<file path="src/mtc_cfg.svh">
// Offsets, field positions, reset values and fixed codes for the multichannel TDM config bank.
// Assumes inclusion by bare name from the package and the register bank.
`ifndef MTC_CFG_SVH
`define MTC_CFG_SVH
// Register byte offsets on the Wishbone slave
`define MTC_OFS_GLOBAL_MODE 12'h000
`define MTC_OFS_ROUTE_CMD 12'h004
`define MTC_OFS_MODE_HIGH 12'h008
`define MTC_OFS_MODE_LOW 12'h00c
`define MTC_OFS_DESC_BASE 12'h010
`define MTC_OFS_EVENT_BASE 12'h014
`define MTC_OFS_EVENT_PTR 12'h018
`define MTC_OFS_MAX_RX_LEN 12'h01c
`define MTC_OFS_FRAME_THR 12'h020
`define MTC_OFS_FRAME_CNT 12'h024
`define MTC_OFS_SLOT_PTRS_TX 12'h028
`define MTC_OFS_SLOT_PTRS_RX 12'h02c
`define MTC_OFS_CTRL_STATE 12'h030
`define MTC_OFS_STATUS 12'h034
// Routing RAM windows, first and second variant
`define MTC_RAM_V1_BASE 12'h700
`define MTC_RAM_V1_LAST 12'h7ff
`define MTC_RAM_V2_BASE 12'hc00
`define MTC_RAM_V2_LAST 12'hdff
// Global mode field positions
`define MTC_GM_ENB_BIT 3
`define MTC_GM_ENA_BIT 2
`define MTC_GM_RDM_HI 1
`define MTC_GM_RDM_LO 0
// Low mode word fields
`define MTC_ML_ENT_BIT 4
`define MTC_ML_ENR_BIT 5
`define MTC_ML_MODE_HI 3
`define MTC_MODE_MULTICHAN 4'ha
// Routing command codes
`define MTC_ROUTE_NORMAL 8'h00
`define MTC_ROUTE_SHADOW 8'hf0
// Slot entry fields
`define MTC_SLOT_VALID_BIT 15
`define MTC_SLOT_WRAP_BIT 14
`define MTC_SLOT_CP_HI 13
`define MTC_SLOT_CP_LO 8
`define MTC_CP_LOW_ZEROS 6
// Reset values
`define MTC_RST_ZERO32 32'h0000_0000
`endif

</file>
<file path="src/mtc_pkg.sv">
// Types shared by the multichannel TDM config bank and its slot walker.
// Assumes mtc_cfg.svh is on the include path.
`include "mtc_cfg.svh"
package mtc_pkg;
   // One decoded time-slot entry
   typedef struct packed {
      logic valid;
      logic wrap;
      logic [5:0] chan_ptr;
      logic [7:0] mask;
   } mtc_slot_type;
   // Walker states
   typedef enum logic [1:0] {
      MTC_IDLE,
      MTC_FETCH,
      MTC_RUN
   } mtc_walk_type;
endpackage : mtc_pkg

</file>
<file path="src/mtc_slot_walk.sv">
// Steps through one time-slot table held in routing RAM and decodes each entry.
// Assumes a routing RAM read port with one-cycle latency owned by the register bank.
`timescale 1ns/100ps
`include "mtc_cfg.svh"
module mtc_slot_walk #(
   parameter int AW = 8
) (
   input wire logic clk_i,
   input wire logic rst_i,
   input wire logic run_i,
   input wire logic step_i,
   input wire logic [AW-1:0] start_i,
   input wire logic [15:0] rdata_i,
   output logic [AW-1:0] raddr_o,
   output logic [AW-1:0] cur_o,
   output mtc_pkg::mtc_slot_type slot_o,
   output logic [11:0] chan_addr_o
);
   // Walker state and current entry index
   mtc_pkg::mtc_walk_type state_r;
   logic [AW-1:0] cur_r;
   mtc_pkg::mtc_slot_type slot_r;
   logic [11:0] chan_addr_r;
   logic [AW-1:0] raddr_nxt; // Index the RAM port sees, one cycle ahead of FETCH

   // Next entry index; the RAM answers a cycle late, so it must see the new index early
   always_comb begin
      raddr_nxt = cur_r;
      if (state_r == mtc_pkg::MTC_IDLE) begin
         raddr_nxt = start_i;
      end else if (state_r == mtc_pkg::MTC_RUN && run_i && step_i) begin
         raddr_nxt = slot_r.wrap ? start_i : AW'(cur_r + 1'b1);
      end
   end

   assign raddr_o = raddr_nxt;
   assign cur_o = cur_r;
   assign slot_o = slot_r;
   assign chan_addr_o = chan_addr_r;

   // Walk control: reload start pointer when idle, wrap on last entry
   always_ff @(posedge clk_i) begin
      if (rst_i) begin
         state_r <= mtc_pkg::MTC_IDLE;
         cur_r <= '0;
      end else begin
         case (state_r)
            mtc_pkg::MTC_IDLE: begin
               cur_r <= raddr_nxt;
               if (run_i) begin
                  state_r <= mtc_pkg::MTC_FETCH;
               end
            end
            mtc_pkg::MTC_FETCH: begin
               state_r <= run_i ? mtc_pkg::MTC_RUN : mtc_pkg::MTC_IDLE;
            end
            mtc_pkg::MTC_RUN: begin
               if (!run_i) begin
                  state_r <= mtc_pkg::MTC_IDLE;
               end else if (step_i) begin
                  cur_r <= raddr_nxt;
                  state_r <= mtc_pkg::MTC_FETCH;
               end
            end
            default: begin
               state_r <= mtc_pkg::MTC_IDLE;
            end
         endcase
      end
   end

   // Entry decode, latched when the RAM word arrives
   always_ff @(posedge clk_i) begin
      if (rst_i) begin
         slot_r <= '0;
         chan_addr_r <= '0;
      end else if (state_r == mtc_pkg::MTC_FETCH) begin
         slot_r.valid <= rdata_i[`MTC_SLOT_VALID_BIT];
         slot_r.wrap <= rdata_i[`MTC_SLOT_WRAP_BIT];
         slot_r.chan_ptr <= rdata_i[`MTC_SLOT_CP_HI:`MTC_SLOT_CP_LO];
         slot_r.mask <= rdata_i[7:0];
         chan_addr_r <= {rdata_i[`MTC_SLOT_CP_HI:`MTC_SLOT_CP_LO], 6'h00};
      end
   end

   chan_low_zero_a: assert property (@(posedge clk_i) disable iff (rst_i) chan_addr_r[5:0] == 6'h00)
      else $error("channel address low bits not zero");
   wrap_restart_a: assert property (@(posedge clk_i) disable iff (rst_i)
      (state_r == mtc_pkg::MTC_RUN && run_i && step_i && slot_r.wrap) |=> cur_r == $past(start_i))
      else $error("wrap did not return to table start");
endmodule : mtc_slot_walk

</file>
<file path="src/mtc_cfg_bank.sv">
// Register bank for a multichannel TDM HDLC controller: global mode, routing RAM, mode words.
// Assumes a classic Wishbone master on clk_i; one word per register, zero-wait-free single ack.
//
// The register addresses and the Wishbone register port were chosen for this implementation.
`timescale 1ns/100ps
`include "mtc_cfg.svh"
// Overview of operation
// - First variant: routing RAM at 700-7FF
// - Second variant: 16-bit entries, 32-bit spacing
// - Value 0x0E enables both ports, 32 entries
// - Command 0x00 normal, 0xF0 shadow areas
// - Protocol field 1010 selects multichannel
// - Base pointers locate descriptor and event tables
// - Valid entries flagged, wrap on last
// - Mask bits select processed slot bits
// - Pointer field gives upper address bits
module mtc_cfg_bank #(
   parameter bit VARIANT_TWO = 1'b0,
   parameter int SLOT_AW = 8
) (
   input wire logic clk_i,
   input wire logic rst_i,
   input wire logic wb_cyc_i,
   input wire logic wb_stb_i,
   input wire logic wb_we_i,
   input wire logic [11:0] wb_adr_i,
   input wire logic [3:0] wb_sel_i,
   input wire logic [31:0] wb_dat_i,
   output logic [31:0] wb_dat_o,
   output logic wb_ack_o,
   output logic port_a_active_o,
   output logic port_b_active_o,
   output logic shadow_rx_o,
   output logic shadow_tx_o,
   output logic multichan_run_o,
   output logic [7:0] slot_mask_o,
   output logic [11:0] chan_addr_o
);
   // Configuration registers
   logic [7:0] tdm_global_mode_r;
   logic [7:0] routing_command_reg_r;
   logic [31:0] serial_channel_mode_high_r;
   logic [31:0] serial_channel_mode_low_r;
   logic [31:0] descriptor_table_base_r;
   logic [31:0] event_table_base_r;
   logic [31:0] event_table_ptr_r;
   logic [15:0] max_rx_buffer_length_r;
   logic [15:0] rx_frame_threshold_r;
   logic [15:0] rx_frame_counter_r;
   logic [31:0] tx_ptrs_r;
   logic [31:0] rx_ptrs_r;
   logic [15:0] ctrl_state_r;
   // Routing RAM: 256 bytes, kept as 128 halfword entries
   logic [15:0] route_ram_r [0:127];
   logic [15:0] ram_rdata_r;
   // Bus handshake and decode helpers
   logic req;
   logic wr;
   logic in_ram;
   logic [6:0] ram_idx;
   logic [6:0] ram_pair; // Odd entry sharing the word with ram_idx
   logic ram_lane_ok;
   logic [31:0] rd_nxt;
   logic [SLOT_AW-1:0] tx_raddr;
   mtc_pkg::mtc_slot_type tx_slot;
   logic [11:0] tx_chan;
   logic run;

   // One request per cycle, answered with ack held low in between
   assign req = wb_cyc_i && wb_stb_i && !wb_ack_o;
   assign wr = req && wb_we_i;

   // Merge a write into a word under byte enables
   function automatic logic [31:0] sel_merge(input logic [31:0] old, input logic [31:0] nw, input logic [3:0] sel);
      logic [31:0] r;
      r = old;
      for (int i = 0; i < 4; i++) begin
         if (sel[i]) begin
            r[i*8 +: 8] = nw[i*8 +: 8];
         end
      end
      return r;
   endfunction : sel_merge

   // Routing RAM window decode per variant
   always_comb begin
      in_ram = 1'b0;
      ram_idx = 7'h00;
      ram_lane_ok = 1'b0;
      if (!VARIANT_TWO) begin
         if (wb_adr_i >= `MTC_RAM_V1_BASE && wb_adr_i <= `MTC_RAM_V1_LAST) begin
            in_ram = 1'b1;
            ram_idx = {wb_adr_i[7:2], 1'b0};
            ram_lane_ok = 1'b1;
         end
      end else begin
         if (wb_adr_i >= `MTC_RAM_V2_BASE && wb_adr_i <= `MTC_RAM_V2_LAST) begin
            in_ram = 1'b1;
            ram_idx = wb_adr_i[8:2];
            ram_lane_ok = 1'b1;
         end
      end
   end

   assign ram_pair = {ram_idx[6:1], 1'b1};

   // Acknowledge every request in the cycle after it appears
   always_ff @(posedge clk_i) begin
      if (rst_i) begin
         wb_ack_o <= 1'b0;
      end else begin
         wb_ack_o <= req;
      end
   end

   // Global mode and routing command registers
   always_ff @(posedge clk_i) begin
      if (rst_i) begin
         tdm_global_mode_r <= 8'h00;
         routing_command_reg_r <= `MTC_ROUTE_NORMAL;
      end else if (wr && wb_sel_i[0]) begin
         if (wb_adr_i == `MTC_OFS_GLOBAL_MODE) begin
            tdm_global_mode_r <= wb_dat_i[7:0];
         end else if (wb_adr_i == `MTC_OFS_ROUTE_CMD) begin
            routing_command_reg_r <= wb_dat_i[7:0];
         end
      end
   end

   // Serial channel mode words
   always_ff @(posedge clk_i) begin
      if (rst_i) begin
         serial_channel_mode_high_r <= `MTC_RST_ZERO32;
         serial_channel_mode_low_r <= `MTC_RST_ZERO32;
      end else if (wr) begin
         if (wb_adr_i == `MTC_OFS_MODE_HIGH) begin
            serial_channel_mode_high_r <= sel_merge(serial_channel_mode_high_r, wb_dat_i, wb_sel_i);
         end else if (wb_adr_i == `MTC_OFS_MODE_LOW) begin
            serial_channel_mode_low_r <= sel_merge(serial_channel_mode_low_r, wb_dat_i, wb_sel_i);
         end
      end
   end

   // Global multichannel parameters and pointers
   always_ff @(posedge clk_i) begin
      if (rst_i) begin
         descriptor_table_base_r <= `MTC_RST_ZERO32;
         event_table_base_r <= `MTC_RST_ZERO32;
         event_table_ptr_r <= `MTC_RST_ZERO32;
         max_rx_buffer_length_r <= 16'h0000;
         rx_frame_threshold_r <= 16'h0000;
         rx_frame_counter_r <= 16'h0000;
         tx_ptrs_r <= `MTC_RST_ZERO32;
         rx_ptrs_r <= `MTC_RST_ZERO32;
         ctrl_state_r <= 16'h0000;
      end else if (wr) begin
         if (wb_adr_i == `MTC_OFS_DESC_BASE) begin
            descriptor_table_base_r <= sel_merge(descriptor_table_base_r, wb_dat_i, wb_sel_i);
         end else if (wb_adr_i == `MTC_OFS_EVENT_BASE) begin
            event_table_base_r <= sel_merge(event_table_base_r, wb_dat_i, wb_sel_i);
         end else if (wb_adr_i == `MTC_OFS_EVENT_PTR) begin
            event_table_ptr_r <= sel_merge(event_table_ptr_r, wb_dat_i, wb_sel_i);
         end else if (wb_adr_i == `MTC_OFS_MAX_RX_LEN) begin
            max_rx_buffer_length_r <= 16'(sel_merge({16'h0000, max_rx_buffer_length_r}, wb_dat_i, wb_sel_i));
         end else if (wb_adr_i == `MTC_OFS_FRAME_THR) begin
            rx_frame_threshold_r <= 16'(sel_merge({16'h0000, rx_frame_threshold_r}, wb_dat_i, wb_sel_i));
         end else if (wb_adr_i == `MTC_OFS_FRAME_CNT) begin
            rx_frame_counter_r <= 16'(sel_merge({16'h0000, rx_frame_counter_r}, wb_dat_i, wb_sel_i));
         end else if (wb_adr_i == `MTC_OFS_SLOT_PTRS_TX) begin
            tx_ptrs_r <= sel_merge(tx_ptrs_r, wb_dat_i, wb_sel_i);
         end else if (wb_adr_i == `MTC_OFS_SLOT_PTRS_RX) begin
            rx_ptrs_r <= sel_merge(rx_ptrs_r, wb_dat_i, wb_sel_i);
         end else if (wb_adr_i == `MTC_OFS_CTRL_STATE) begin
            ctrl_state_r <= 16'(sel_merge({16'h0000, ctrl_state_r}, wb_dat_i, wb_sel_i));
         end
      end
   end

   // Routing RAM write; first variant packs two entries per word, second uses low lanes only
   always_ff @(posedge clk_i) begin
      if (wr && in_ram && ram_lane_ok) begin
         if (wb_sel_i[0]) route_ram_r[ram_idx][7:0] <= wb_dat_i[7:0];
         if (wb_sel_i[1]) route_ram_r[ram_idx][15:8] <= wb_dat_i[15:8];
         if (!VARIANT_TWO && wb_sel_i[2]) route_ram_r[ram_pair][7:0] <= wb_dat_i[23:16];
         if (!VARIANT_TWO && wb_sel_i[3]) route_ram_r[ram_pair][15:8] <= wb_dat_i[31:24];
      end
   end

   // Walker read port, one cycle latency
   always_ff @(posedge clk_i) begin
      ram_rdata_r <= route_ram_r[tx_raddr[6:0]];
   end

   // Read mux; unmapped offsets read zero
   always_comb begin
      rd_nxt = 32'h0000_0000;
      if (in_ram) begin
         rd_nxt = VARIANT_TWO ? {16'h0000, route_ram_r[ram_idx]} : {route_ram_r[ram_pair], route_ram_r[ram_idx]};
      end else if (wb_adr_i == `MTC_OFS_GLOBAL_MODE) begin
         rd_nxt = {24'h000000, tdm_global_mode_r};
      end else if (wb_adr_i == `MTC_OFS_ROUTE_CMD) begin
         rd_nxt = {24'h000000, routing_command_reg_r};
      end else if (wb_adr_i == `MTC_OFS_MODE_HIGH) begin
         rd_nxt = serial_channel_mode_high_r;
      end else if (wb_adr_i == `MTC_OFS_MODE_LOW) begin
         rd_nxt = serial_channel_mode_low_r;
      end else if (wb_adr_i == `MTC_OFS_DESC_BASE) begin
         rd_nxt = descriptor_table_base_r;
      end else if (wb_adr_i == `MTC_OFS_EVENT_BASE) begin
         rd_nxt = event_table_base_r;
      end else if (wb_adr_i == `MTC_OFS_EVENT_PTR) begin
         rd_nxt = event_table_ptr_r;
      end else if (wb_adr_i == `MTC_OFS_MAX_RX_LEN) begin
         rd_nxt = {16'h0000, max_rx_buffer_length_r};
      end else if (wb_adr_i == `MTC_OFS_FRAME_THR) begin
         rd_nxt = {16'h0000, rx_frame_threshold_r};
      end else if (wb_adr_i == `MTC_OFS_FRAME_CNT) begin
         rd_nxt = {16'h0000, rx_frame_counter_r};
      end else if (wb_adr_i == `MTC_OFS_SLOT_PTRS_TX) begin
         rd_nxt = tx_ptrs_r;
      end else if (wb_adr_i == `MTC_OFS_SLOT_PTRS_RX) begin
         rd_nxt = rx_ptrs_r;
      end else if (wb_adr_i == `MTC_OFS_CTRL_STATE) begin
         rd_nxt = {16'h0000, ctrl_state_r};
      end else if (wb_adr_i == `MTC_OFS_STATUS) begin
         rd_nxt = {8'h00, tx_slot, 5'h00, run, port_b_active_o, port_a_active_o};
      end
   end

   // Read data register, only loaded on a read request
   always_ff @(posedge clk_i) begin
      if (rst_i) begin
         wb_dat_o <= 32'h0000_0000;
      end else if (req && !wb_we_i) begin
         wb_dat_o <= rd_nxt;
      end
   end

   // protocol field selects multichannel; enables gate the run
   assign run = serial_channel_mode_low_r[`MTC_ML_MODE_HI -: 4] == `MTC_MODE_MULTICHAN
      && serial_channel_mode_low_r[`MTC_ML_ENT_BIT] && port_a_active_o;

   // Port activity and routing area selection outputs
   always_ff @(posedge clk_i) begin
      if (rst_i) begin
         port_a_active_o <= 1'b0;
         port_b_active_o <= 1'b0;
         shadow_rx_o <= 1'b0;
         shadow_tx_o <= 1'b0;
         multichan_run_o <= 1'b0;
      end else begin
         port_a_active_o <= tdm_global_mode_r[`MTC_GM_ENA_BIT];
         // port b relies on division upper bit
         port_b_active_o <= tdm_global_mode_r[`MTC_GM_ENB_BIT] && tdm_global_mode_r[`MTC_GM_RDM_HI];
         shadow_rx_o <= routing_command_reg_r[7] && routing_command_reg_r[5];
         shadow_tx_o <= routing_command_reg_r[6] && routing_command_reg_r[4];
         multichan_run_o <= run;
      end
   end

   // Transmit table walker over routing RAM
   mtc_slot_walk #(.AW(SLOT_AW)) u_tx_walk (
      .clk_i(clk_i),
      .rst_i(rst_i),
      .run_i(run),
      .step_i(1'b1),
      .start_i(SLOT_AW'(tx_ptrs_r[SLOT_AW+15:16])),
      .rdata_i(ram_rdata_r),
      .raddr_o(tx_raddr),
      .cur_o(),
      .slot_o(tx_slot),
      .chan_addr_o(tx_chan)
   );

   // Slot mask only passes valid entries; channel address follows every entry
   always_ff @(posedge clk_i) begin
      if (rst_i) begin
         slot_mask_o <= 8'h00;
         chan_addr_o <= 12'h000;
      end else begin
         slot_mask_o <= tx_slot.valid ? tx_slot.mask : 8'h00;
         chan_addr_o <= tx_chan;
      end
   end

   shadow_sel_a: assert property (@(posedge clk_i) disable iff (rst_i)
      (wr && wb_sel_i[0] && wb_adr_i == `MTC_OFS_ROUTE_CMD && wb_dat_i[7:0] == `MTC_ROUTE_SHADOW)
      |=> ##1 (shadow_rx_o && shadow_tx_o)) else $error("shadow not selected");
   both_ports_a: assert property (@(posedge clk_i) disable iff (rst_i)
      (tdm_global_mode_r == 8'h0e) |=> (port_a_active_o && port_b_active_o)) else $error("ports not enabled");
   run_mode_a: assert property (@(posedge clk_i) disable iff (rst_i)
      multichan_run_o |-> $past(serial_channel_mode_low_r[3:0]) == 4'ha) else $error("run without mode");
   bus_ack_a: assert property (@(posedge clk_i) disable iff (rst_i)
      (req) |=> wb_ack_o ##1 !wb_ack_o) else $error("ack timing wrong");
   mask_valid_a: assert property (@(posedge clk_i) disable iff (rst_i)
      !tx_slot.valid |=> slot_mask_o == 8'h00) else $error("mask passed for invalid entry");
   run_seen_c: cover property (@(posedge clk_i) disable iff (rst_i) $rose(multichan_run_o));
   shadow_seen_c: cover property (@(posedge clk_i) disable iff (rst_i) $rose(shadow_rx_o));
   ram_write_c: cover property (@(posedge clk_i) disable iff (rst_i) wr && in_ram);
endmodule : mtc_cfg_bank

</file>
<file path="config.mk">
export PLATFORM = sky130hd
export DESIGN_NAME = mtc_cfg_bank
export DESIGN_NICKNAME = d
export VERILOG_FILES = /design/src/mtc_pkg.sv /design/src/mtc_slot_walk.sv /design/src/mtc_cfg_bank.sv
export VERILOG_INCLUDE_DIRS = /design/src /design/src/src
export SDC_FILE = /design/constraint.sdc
export NUM_CORES = 2
export LEC_CHECK = 0
export BUFFER_PORTS_ARGS = -buffer_cell sky130_fd_sc_hd__buf_2
export CAP_MARGIN = 20
export CORE_UTILIZATION = 52
export CTS_CLUSTER_DIAMETER = 200
export DETAILED_ROUTE_END_ITERATION = 12
export GPL_ROUTABILITY_DRIVEN = 0
export HOLD_SLACK_MARGIN = 0.06
export PLACE_DENSITY_LB_ADDON = 0.1
export SYNTH_ARGS = -nofsm -noshare
export SYNTH_HDL_FRONTEND = slang
export SYNTH_HIERARCHICAL = 1
export SYNTH_SLANG_ARGS = --single-unit
</file>
<file path="constraint.sdc">
create_clock -name clk_i -period 5.1 [get_ports clk_i]
set_input_delay 1.02 -clock clk_i [delete_from_list [all_inputs] [get_ports clk_i]]
set_output_delay 1.02 -clock clk_i [all_outputs]
set_load 0.01 [all_outputs]
</file>
==> run summary <==
Outcome - complete, but fails checks
Failing checks - negative setup slack
Fin crit share - 1.00
Non-Filler Instances - 11792
Sequential power share - 0.493
Net switching power - 0.00993 W
Finished Core Util - 0.602
First-pass GRT wire length - 675000 um
Post-CTS Setup Inserts - 0
Area Overhead vs Synth - 14.7%
Worst path max stage delay - 0.56 ns
Multi-input combinational cell area - 0.0428 sq mm
Crit path DAT - 5.92 ns
Nets - 8668
Clock sink count - 2451
Final Max Tran Viols - 0
Fmax - 195 MHz
Startpoint class of the critical path - flop
Most frequent cells in the layout - edfxtp_1 (2048), mux4_2 (713), buf_4 (655)
# placed instances - 11288
Setup WS post-layout - -0.0236 ns
FP Rows - 172
Post-CTS Hold Buffers - 0
Grt ovf - 0
Slew HR - 0.0967
CP endpoint kind - flop
Starting density of the core - 0.525
Kind of critical path - reg -> reg
Worst-Margin Slew - 1.35 ns
Vias in the first global route - 83171
Detailed-route via count - 88776
Residual DRC - 0
DIE WIDTH - 473 um
DRT iter0 DRCs - 17253
Port Buffers - 110
Avg Inst Size Synth - 14.0 sq um
CTS tree - yes
Max Cap Viol - 0
DP Area - 0.123 sq mm
Clk pwr share - 0.458
Die H - 473 um
Via density per instance - 7.53
VDD IR max - 0.380 mV
Pleak - 42.0 nW
Fin Hold WS - 0.391 ns
Routed WL - 498000 um
Final Instance Area - 0.132 sq mm
Share of cells above drive strength 1 - 0.237
Cell Int Power - 0.0340 W
Critical Path, Cell by Cell - nor4bb_1 -> and3_1 -> and4b_1 -> nor2_1 -> o22ai_1 -> o21a_4 -> buf_12 -> buf_12 -> mux4_2 -> mux4_2 -> mux2i_1 -> a22o_1 -> a221oi_1
IO Count - 111
CTS Root Cell - clkbuf_16
WL/cell - 42.2 um
Min-Delay Path Class - in -> reg
Core box area - 0.220 sq mm
Clock Latency Late Sink - 0.97 ns
TritonCTS Buffers - 280
Mapped Area - 0.115 sq mm
CTS H-tree lvls - 5
Final hold violations - 0
FF/Latch Area - 0.0696 sq mm
Largest net degree at the start of global routing - 124
Hpwl dp - 335000 um
Fillers - 16705
RSZ-0062 raised after global routing - false
Clock tree buffer depth - 4
Power Density - 332 mW/mm^2
1st-pass router iterations - 10
Clock Skew - 0.0484 ns
Buf/Inv on CP - 2
Die area - 0.224 sq mm
Final setup violation count - 1
Clock slew at reported path FFs - 0.06 ns
Initial antenna violation count - 37
Cells after Synth - 8246
Required time worst endpoint - 5.90 ns
CP Max Fanout - 20
Final worst path period need - 5.12 ns
Total Power - 0.0440 W
Antenna-violating nets left - 0
Synth warnings - 6
Resize count post-CTS - 0
GRT Total Usage - 0.439
Logic pwr share - 0.049
Sw Ratio - 0.226
Cell family with most CP delay - simple AND/OR/NAND/NOR gates
Commonest non-fill, non-tap cell in the layout - edfxtp_1
Worst path slowest cell - mux4_2
==> layout make-up <==
type / count / share of cell area
clock inverter: 121 / 0.00967
timing repair buffer: 828 / 0.0539
clock buffer: 362 / 0.0577
tap: 2958 / 0.0279
antenna: 19 / 0.000359
multi-input combinational: 4971 / 0.323
sequential: 2451 / 0.525
inverter: 82 / 0.00244
==> through the flow <==
step                setup TNS (ns)  setup slack, ns
global route                     0         0.000440
global placement                 0            0.133
finish                     -0.0236          -0.0236
CTS                              0            0.154
floorplan                        0             1.20
detailed placement               0            0.213
==> sequential cells by signal, indices dropped and copies added, names as in the netlist, 32 cells and up <==
| register | flops |
|---|---|
| tx_ptrs_r | 32 |
| rx_ptrs_r | 32 |
| route_ram_r | 2048 |
| serial_channel_mode_high_r | 32 |
| event_table_base_r | 32 |
| serial_channel_mode_low_r | 32 |
| event_table_ptr_r | 32 |
| wb_dat_o | 32 |
| descriptor_table_base_r | 32 |
==> power by group through the flow <==
stage / clock [W] / combinational (W) / sequential (W)
floorplan: 0 / 0.000840 / 0.0221
global placement: 0 / 0.00202 / 0.0221
detailed placement: 0 / 0.00204 / 0.0221
CTS: 0.0201 / 0.00204 / 0.0217
global route: 0.0208 / 0.00214 / 0.0217
finish: 0.0201 / 0.00216 / 0.0217
==> per-layer routing <==
layer / vias to the layer above / routed length [um] / GRT usage / part of all wire
met2: 8583 / 209000 / 0.623 / 0.42
met5: - / 198 / 0 / 0.00040
met4: 30 / 44800 / 0.319 / 0.090
met1: 44424 / 164000 / 0.547 / 0.33
li1: 33889 / - / - / -
met3: 1850 / 79600 / 0.170 / 0.16
==> final timing paths <==
kind	startpoint	to	slack, ns	cells past startpoint
min reg2reg	event_table_ptr_r[17]	event_table_ptr_r[17]	0.45	2
max	serial_channel_mode_low_r[3]	ram_rdata_r[4]	-0.02	13
min	wb_stb_i	wb_ack_o	0.39	3
max reg2reg	serial_channel_mode_low_r[3]	ram_rdata_r[4]	-0.02	13
==> worst min-delay path, stage by stage <==
cell and delay (ns):
buf_2 0.12, nand2_1 0.09, nor3_1 0.05
(Power assumes the default switching activity.)
